File: src/core/flash_spm_pkg.sv
// Constants and types shared by the flash self-programming sequencer
package flash_spm_pkg;

  // Register offsets on the plain register port
  localparam logic [3:0] CTRL_OFS = 4'h0;
  localparam logic [3:0] ZLO_OFS  = 4'h1;
  localparam logic [3:0] ZHI_OFS  = 4'h2;
  localparam logic [3:0] DLO_OFS  = 4'h3;
  localparam logic [3:0] DHI_OFS  = 4'h4;
  localparam logic [3:0] LOCK_OFS = 4'h5;

  // Bit positions in self_prog_control_status
  localparam int EN_BIT   = 0;
  localparam int BUSY_BIT = 6;
  localparam int IE_BIT   = 7;

  // Command patterns, low five bits of the control register
  localparam logic [4:0] CMD_LOAD  = 5'h01;
  localparam logic [4:0] CMD_ERASE = 5'h03;
  localparam logic [4:0] CMD_WRITE = 5'h05;
  localparam logic [4:0] CMD_LOCK  = 5'h09;
  localparam logic [4:0] CMD_REEN  = 5'h11;

  // Pointer fields: byte select, word_in_page_field, page_field
  localparam int WORD_LSB = 1;
  localparam int WORD_W   = 6;
  localparam int PAGE_LSB = 7;
  localparam int PAGE_W   = 9;
  localparam int PAGE_WORDS = 64;

  // First page of blocking_section; reads of pages below it stall during erase or write
  localparam logic [8:0] BLOCKING_SECTION_FIRST_PAGE = 9'h070;

  // Reset and erased values
  localparam logic [5:0]  LOCK_RST   = 6'h3F;
  localparam logic [15:0] BUF_ERASED = 16'hFFFF;

  // Timed-sequence window and operation time
  localparam logic [2:0] WIN_CYC = 3'h4;
  localparam int CLK_PERIOD_NS   = 4;
  localparam int OP_TIME_MIN_NS  = 3700000;
  localparam int OP_TIME_MAX_NS  = 4500000;
  localparam int OP_CYC = (OP_TIME_MIN_NS + CLK_PERIOD_NS - 1) / CLK_PERIOD_NS;
  localparam int CNT_W  = 20;

  typedef enum logic [2:0] {
    ST_IDLE  = 3'h1,
    ST_ARMED = 3'h2,
    ST_BUSY  = 3'h4
  } state_t;

endpackage : flash_spm_pkg

File: src/core/flash_self_program_sequencer.sv
// Flash self-programming sequencer: timed command window, page buffer, op timer
`timescale 1ns/1ps
module flash_self_program_sequencer
  import flash_spm_pkg::*;
#(
  parameter int unsigned OP_CYCLES = OP_CYC
)
(
  input  wire logic        clk_i,
  input  wire logic        rst_n_i,
  input  wire logic [3:0]  addr_i,
  input  wire logic [7:0]  wdata_i,
  input  wire logic        we_i,
  input  wire logic        re_i,
  output logic      [7:0]  rdata_o,
  input  wire logic        spm_exec_i,
  input  wire logic        eeprom_busy_i,
  input  wire logic [15:0] rd_addr_i,
  output logic      [14:0] rd_word_o,
  output logic             rd_byte_hi_o,
  output logic             rd_stall_o,
  output logic             cpu_halt_o,
  output logic             rw_read_block_o,
  output logic             lock_read_block_o,
  output logic             spm_irq_o,
  output logic      [5:0]  lock_bits_o,
  output logic             flash_erase_o,
  output logic             flash_prog_o,
  output logic             flash_lock_o,
  output logic      [8:0]  flash_page_o,
  input  wire logic [5:0]  flash_idx_i,
  output logic      [15:0] flash_wdata_o
);

  localparam logic [CNT_W-1:0] OP_LAST = CNT_W'(OP_CYCLES - 1);

  state_t      state_ff;
  logic [2:0]  win_ff;
  logic [CNT_W-1:0] cnt_ff;
  logic        ie_ff;
  logic [4:0]  cmd_ff;
  logic        rwbusy_ff;
  logic [15:0] z_ff;
  logic [15:0] dat_ff;
  logic [8:0]  op_page_ff;
  logic [5:0]  op_dat_ff;
  logic        ers_ff;
  logic        prg_ff;
  logic        lck_ff;
  logic        halt_ff;
  logic [5:0]  lock_ff;
  logic [15:0] buf_mem [PAGE_WORDS];
  logic [7:0]  rdata_ff;
  logic [14:0] rd_word_ff;
  logic        rd_hi_ff;
  logic        rd_stall_ff;
  logic [15:0] fwd_ff;

  logic wr_ctrl;
  logic arm;
  logic go;
  logic long_op;
  logic done;
  logic expire;
  logic buf_clr;

  function automatic logic in_blocking_section(input logic [8:0] page);
    in_blocking_section = (page >= BLOCKING_SECTION_FIRST_PAGE);
  endfunction : in_blocking_section

  // Control writes, except the IE bit, are dropped while the EEPROM writes or an operation runs
  assign wr_ctrl = we_i && (addr_i == CTRL_OFS) && !eeprom_busy_i
                   && (state_ff != ST_BUSY);
  assign arm = wr_ctrl && wdata_i[EN_BIT];
  assign go = (state_ff == ST_ARMED) && spm_exec_i && !eeprom_busy_i;
  assign long_op = go && ((cmd_ff == CMD_ERASE) || (cmd_ff == CMD_WRITE)
                   || (cmd_ff == CMD_LOCK));
  assign done = (state_ff == ST_BUSY) && (cnt_ff == OP_LAST);
  assign expire = (state_ff == ST_ARMED) && !go && !wr_ctrl
                  && (win_ff == WIN_CYC);
  assign buf_clr = (done && prg_ff) || (go && cmd_ff == CMD_REEN)
                   || eeprom_busy_i;

  always_ff @(posedge clk_i)
  begin
    if (!rst_n_i)
      state_ff <= ST_IDLE;
    else
    begin
      case (state_ff)
        ST_IDLE:
        begin
          if (arm)
            state_ff <= ST_ARMED;
        end
        ST_ARMED:
        begin
          if (long_op)
            state_ff <= ST_BUSY;
          else if (go)
            state_ff <= ST_IDLE;
          else if (wr_ctrl && !arm)
            state_ff <= ST_IDLE;
          else if (expire)
            state_ff <= ST_IDLE;
        end
        ST_BUSY:
        begin
          if (done)
            state_ff <= ST_IDLE;
        end
        default: state_ff <= ST_IDLE;
      endcase
    end
  end

  // Window counts cycles after the control write; a rewrite with EN_BIT set restarts it
  always_ff @(posedge clk_i)
  begin
    if (!rst_n_i)
      win_ff <= 3'h0;
    else if (arm)
      win_ff <= 3'h1;
    else if (state_ff == ST_ARMED && win_ff != WIN_CYC)
      win_ff <= win_ff + 3'h1;
  end

  always_ff @(posedge clk_i)
  begin
    if (!rst_n_i)
      cnt_ff <= '0;
    else if (state_ff == ST_BUSY)
      cnt_ff <= cnt_ff + CNT_W'(1);
    else
      cnt_ff <= '0;
  end

  always_ff @(posedge clk_i)
  begin
    if (!rst_n_i)
      ie_ff <= 1'b0;
    else if (we_i && addr_i == CTRL_OFS)
      ie_ff <= wdata_i[IE_BIT];
  end

  always_ff @(posedge clk_i)
  begin
    if (!rst_n_i)
      cmd_ff <= 5'h00;
    else if (wr_ctrl)
      cmd_ff <= wdata_i[4:0] & {5{wdata_i[EN_BIT]}};
    else if ((go && !long_op) || expire)
      cmd_ff <= 5'h00;
    else if (done)
      cmd_ff <= 5'h00;
  end

  // Set wins over clear, though both cannot meet: they need different commands
  always_ff @(posedge clk_i)
  begin
    if (!rst_n_i)
      rwbusy_ff <= 1'b0;
    else if (long_op && cmd_ff != CMD_LOCK)
      rwbusy_ff <= 1'b1;
    else if (go && cmd_ff == CMD_REEN)
      rwbusy_ff <= 1'b0;
  end

  always_ff @(posedge clk_i)
  begin
    if (!rst_n_i)
      z_ff <= 16'h0000;
    else if (we_i && addr_i == ZLO_OFS)
      z_ff[7:0] <= wdata_i;
    else if (we_i && addr_i == ZHI_OFS)
      z_ff[15:8] <= wdata_i;
  end

  always_ff @(posedge clk_i)
  begin
    if (!rst_n_i)
      dat_ff <= 16'h0000;
    else if (we_i && addr_i == DLO_OFS)
      dat_ff[7:0] <= wdata_i;
    else if (we_i && addr_i == DHI_OFS)
      dat_ff[15:8] <= wdata_i;
  end

  // Private copy of address and lock data for the running operation
  always_ff @(posedge clk_i)
  begin
    if (!rst_n_i)
    begin
      op_page_ff <= 9'h000;
      op_dat_ff  <= LOCK_RST;
    end
    else if (long_op)
    begin
      op_page_ff <= z_ff[PAGE_LSB +: PAGE_W];
      op_dat_ff  <= dat_ff[5:0];
    end
  end

  always_ff @(posedge clk_i)
  begin
    if (!rst_n_i)
    begin
      ers_ff <= 1'b0;
      prg_ff <= 1'b0;
      lck_ff <= 1'b0;
    end
    else if (long_op)
    begin
      ers_ff <= (cmd_ff == CMD_ERASE);
      prg_ff <= (cmd_ff == CMD_WRITE);
      lck_ff <= (cmd_ff == CMD_LOCK);
    end
    else if (done)
    begin
      ers_ff <= 1'b0;
      prg_ff <= 1'b0;
      lck_ff <= 1'b0;
    end
  end

  // Lock setting never halts and never looks at the pointer
  always_ff @(posedge clk_i)
  begin
    if (!rst_n_i)
      halt_ff <= 1'b0;
    else if (long_op)
      halt_ff <= (cmd_ff != CMD_LOCK)
                 && in_blocking_section(z_ff[PAGE_LSB +: PAGE_W]);
    else if (done)
      halt_ff <= 1'b0;
  end

  always_ff @(posedge clk_i)
  begin
    if (!rst_n_i)
      lock_ff <= LOCK_RST;
    else if (done && lck_ff)
      lock_ff <= lock_ff & op_dat_ff;
  end

  // Words are indexed only by the word field, so any load order works
  always_ff @(posedge clk_i)
  begin
    if (!rst_n_i || buf_clr)
    begin
      for (int i = 0; i < PAGE_WORDS; i++)
        buf_mem[i] <= BUF_ERASED;
    end
    else if (go && cmd_ff == CMD_LOAD)
      buf_mem[z_ff[WORD_LSB +: WORD_W]] <= dat_ff;
  end

  always_ff @(posedge clk_i)
  begin
    if (!rst_n_i)
      fwd_ff <= BUF_ERASED;
    else
      fwd_ff <= buf_mem[flash_idx_i];
  end

  // Byte reads keep bit zero as the byte select
  always_ff @(posedge clk_i)
  begin
    if (!rst_n_i)
    begin
      rd_word_ff  <= 15'h0000;
      rd_hi_ff    <= 1'b0;
      rd_stall_ff <= 1'b0;
    end
    else
    begin
      rd_word_ff  <= rd_addr_i[15:1];
      rd_hi_ff    <= rd_addr_i[0];
      rd_stall_ff <= (ers_ff || prg_ff)
                     && !in_blocking_section(rd_addr_i[PAGE_LSB +: PAGE_W]);
    end
  end

  always_ff @(posedge clk_i)
  begin
    if (!rst_n_i || !re_i)
      rdata_ff <= 8'h00;
    else
    begin
      case (addr_i)
        CTRL_OFS: rdata_ff <= {ie_ff, rwbusy_ff, 1'b0, cmd_ff};
        ZLO_OFS:  rdata_ff <= z_ff[7:0];
        ZHI_OFS:  rdata_ff <= z_ff[15:8];
        DLO_OFS:  rdata_ff <= dat_ff[7:0];
        DHI_OFS:  rdata_ff <= dat_ff[15:8];
        LOCK_OFS: rdata_ff <= eeprom_busy_i ? 8'h00 : {2'h0, lock_ff};
        default:  rdata_ff <= 8'h00;
      endcase
    end
  end

  assign rdata_o           = rdata_ff;
  assign rd_word_o         = rd_word_ff;
  assign rd_byte_hi_o      = rd_hi_ff;
  assign rd_stall_o        = rd_stall_ff;
  assign cpu_halt_o        = halt_ff;
  assign rw_read_block_o   = ers_ff || prg_ff;
  assign lock_read_block_o = eeprom_busy_i;
  assign spm_irq_o         = ie_ff && !cmd_ff[EN_BIT];
  assign lock_bits_o       = lock_ff;
  assign flash_erase_o     = ers_ff;
  assign flash_prog_o      = prg_ff;
  assign flash_lock_o      = lck_ff;
  assign flash_page_o      = op_page_ff;
  assign flash_wdata_o     = fwd_ff;
endmodule : flash_self_program_sequencer

File: config.mk
export PLATFORM = sky130hd
export DESIGN_NAME = flash_self_program_sequencer
export DESIGN_NICKNAME = d
export VERILOG_FILES = /design/src/core/flash_spm_pkg.sv /design/src/core/flash_self_program_sequencer.sv
export SDC_FILE = /design/constraint.sdc
export NUM_CORES = 2
export LEC_CHECK = 0
export BUFFER_PORTS_ARGS = -buffer_cell sky130_fd_sc_hd__buf_2
export CAP_MARGIN = 5
export CORE_MARGIN = 2
export CORE_UTILIZATION = 57
export CTS_BUF_LIST = sky130_fd_sc_hd__clkbuf_16
export DETAILED_ROUTE_END_ITERATION = 8
export GPL_TIMING_DRIVEN = 1
export PLACE_DENSITY = 0.75
export SYNTH_ARGS = -nofsm -noshare
export SYNTH_HDL_FRONTEND = slang
export SYNTH_SLANG_ARGS = --single-unit
File: constraint.sdc
create_clock -name clk_i -period 6.1 [get_ports clk_i]
set_clock_uncertainty 0.05 [all_clocks]
set_input_delay 0 -clock clk_i [delete_from_list [all_inputs] [get_ports clk_i]]
set_output_delay 0 -clock clk_i [all_outputs]
set_load 0.02 [all_outputs]
==> impl_metrics.json <==
{
  "clkTransAtPathRegs_ns": 0.06,
  "slew_headroom": 0.126,
  "syn_nets": 3679,
  "netlist_area_um2": 49300,
  "synthAdderAreaFrac": 0.000761,
  "path_cells": "nor3b_4 -> and4b_1 -> nand2_1 -> a211oi_4 -> buf_12 -> nand2_1",
  "synth_compound_area_frac": 0.0462,
  "peakVddDrop_uv": 284,
  "clock_latency_ns": 0.69,
  "finalSetupViolCount": 0,
  "ant_nets": 0,
  "synth.area.top_cells": "edfxtp_1 62%, mux4_2 11%, nand2_1 8.7%",
  "wl_um": 137000,
  "cp_common_cell": "nand2_1",
  "cap_violations": 0,
  "root_buffer": "clkbuf_16",
  "portBuffers": 102,
  "detailedPlace.worstSlack_ns": 2.55,
  "pwr-share-clk": 0.425,
  "holdBufCountCts": 65,
  "cts_made_buffers": 114,
  "worstSetupPathType": "reg2reg",
  "rows": 107,
  "synth_top_family_by_area": "simple AND/OR/NAND/NOR gates",
  "pwr-share-comb": 0.044,
  "route.detailed.drc": 0,
  "antenna_found_initial": 8,
  "ys.flop_type": "edfxtp_1",
  "p_leak_uw": 0.0147,
  "dieArea_um2": 88900,
  "wl_met2_um": 64500,
  "die_h_um": 298,
  "crit_family": "simple AND/OR/NAND/NOR gates",
  "crit_path_max_incr_delay_ns": 1.02,
  "ys_async_sr_fraction": 0,
  "die_x_um": 298,
  "synth_xor_area_frac": 0.00373,
  "cts_tree": "yes",
  "final_nets": 3737,
  "crit_required_ns": 6.44,
  "routed.top_layer": "met5",
  "num_io_pins": 103,
  "avgSynthCellArea_um2": 13.6,
  "fin_cells": 4937,
  "dr_total_vias": 31800,
  "wl_met3_um": 18700,
  "htree_levels": 3,
  "finalCritPeriodShare": 0.598,
  "ys_seq_area_frac": 0.676,
  "fill_cells": 5965,
  "power.share.sequential": 0.531,
  "crit_slowest_cell": "a211oi_4",
  "critPathArrivalTime_ns": 3.99,
  "switching_share": 0.223,
  "place.gp.congestion": 0.884,
  "tightestPinTransition_ns": 1.31,
  "place_inst": 4657,
  "grt_overflow": 0,
  "yosysTopAreaCell": "edfxtp_1",
  "synth-seq-cells": 1155,
  "p_switching_uw": 3620,
  "worst-path-buf-inv": 1,
  "drive_above_1_share": 0.176,
  "cts_resized": 0,
  "crit_path_max_fanout": 84,
  "critPathLaunchType": "flip-flop",
  "routedWlPerCell_um": 27.7,
  "clock_sinks": 1155,
  "run_status": "complete, no violations",
  "period_minus_slack_ns": 3.65,
  "grt_pass1_wl_um": 202000,
  "synth_edf_count": 1024,
  "vias_per_cell": 6.43,
  "syn_inst": 3636,
  "yosys_warnings": 0,
  "synth.distinct_cells": 61,
  "initial_core_util": 0.577,
  "crit_path_end_kind": "flip-flop",
  "cts_setup_buffers": 0,
  "finalHoldViolCount": 0,
  "holdCritPathClass": "in2reg",
  "track_usage": 0.308,
  "yosysTopAreaCellShare": 0.623,
  "syn2layout_area_growth_pct": 12.0,
  "rsz0062_at_grt": "false",
  "drt_iter0_drc": 4400,
  "post-dp-hpwl_um": 80900,
  "cts.path.max_buffers": 3,
  "synth-simple-area-share": 0.125,
  "diodes": 0,
  "max_freq_mhz": 274,
  "power_density_nw_per_um2": 293,
  "fin_ws_ns": 2.45,
  "drv_slew": 0,
  "core_area_um2": 85500,
  "p_int_uw": 12600,
  "dr.pass1.iters": 6,
  "grt_max_degree": 129,
  "wl_met1_um": 47500,
  "fin_tns_setup_ns": 0,
  "grt_pass1_vias": 31200,
  "whs_ns": 0.0615,
  "synth.mux.area_fraction": 0.121
}
[cell usage after synthesis (all sizes together), types with 11 or more instances]
cell type and number:
nand2 1147, edfxtp 1024, mux4 232, buf 176, nor2 175, dfxtp 131, clkbuf 108, o21ai 88
a21oi 78, a22oi 70, nand3 57, mux2i 54, o22ai 34, and2 21, mux2 18, o211ai 16
a211oi 15, nor2b 14, nor3 14, xor2 14, a222oi 11, nor4 11
[cell families after synthesis]
kind of cell / after synthesis
AO/OA/AOI/OAI: 356
XOR/XNOR: 21
adder cells (fa/ha/maj): 3
buffers and inverters: 291
flip-flops: 1155
multiplexers: 304
AND/OR/NAND/NOR: 1506
[worst paths after layout]
check	startpoint	endpoint	slack [ns]	cells past startpoint
max	state_ff[1]	buf_mem[49][14]	2.45	6
min	rd_addr_i[12]	rd_word_o[11]	0.06	3
min reg2reg	flash_page_o[3]	flash_page_o[3]	0.40	2
max reg2reg	state_ff[1]	buf_mem[49][14]	2.45	6
[final cells by class]
cell class | count | area [um^2] | share of cell area
clock buffers | 120 | 3000 | 0.0543
clock inverters | 95 | 667 | 0.0121
inverters | 7 | 26.3 | 0.000476
multi-input cells | 2190 | 15000 | 0.271
flip-flops and latches | 1155 | 33400 | 0.604
well taps | 1144 | 1430 | 0.0259
repair buffers | 226 | 1770 | 0.0320
[tightest hold or removal path: cells and delay by family]
family / cells / cell delay [ns]
and+or+nand+nor: 1 / 0.13
buffers and inverters: 2 / 0.63
[layer usage]
| layer | global-route usage | vias up |
|---|---|---|
| met3 | 0.0825 | 355 |
| met4 | 0.127 | 4 |
| met1 | 0.411 | 15700 |
| met2 | 0.484 | 2268 |
| li1 | - | 13500 |
| met5 | 0 | - |
[state kept, by name (all words and copies together), names as in the netlist, 6 cells and up]
signal	flops
buf_mem	1024
flash_page_o	9
z_ff	16
rdata_o	8
lock_bits_o	6
flash_wdata_o	16
cnt_ff	20
rd_word_o	15
op_dat_ff	6
dat_ff	16
[layout by cell type (no fill, tap or decap), types with 65 or more instances in the layout]
| cell | synthesis | layout |
|---|---|---|
| a22oi_1 | 70 | 70 |
| nand2_1 | 1147 | 1147 |
| dfxtp_1 | 131 | 131 |
| buf_2 | 127 | 98 |
| nor2_1 | 175 | 174 |
| a21oi_1 | 77 | 77 |
| dlygate4sd3_1 | 0 | 65 |
| clkbuf_16 | 0 | 120 |
| edfxtp_1 | 1024 | 1024 |
| mux4_2 | 232 | 232 |
[through the flow]
stage | utilization | cell area (um^2) | power, uW
after global placement | 0.595 | 50900 | 9440
after CTS | 0.646 | 55300 | 16200
after detailed placement | 0.595 | 50900 | 9450
after global routing | 0.646 | 55300 | 16500
final | 0.646 | 55300 | 16200
after floorplan | - | 49300 | 9180
[power by group through the flow]
stage	combinational, uW	sequential, uW	clock, uW
3_3_place_gp	667	8770	0
2_1_floorplan	387	8790	0
5_1_grt	747	8600	7190
6_report	715	8610	6890
4_1_cts	703	8600	6900
3_5_place_dp	672	8770	0
(Power assumes the default switching activity.)
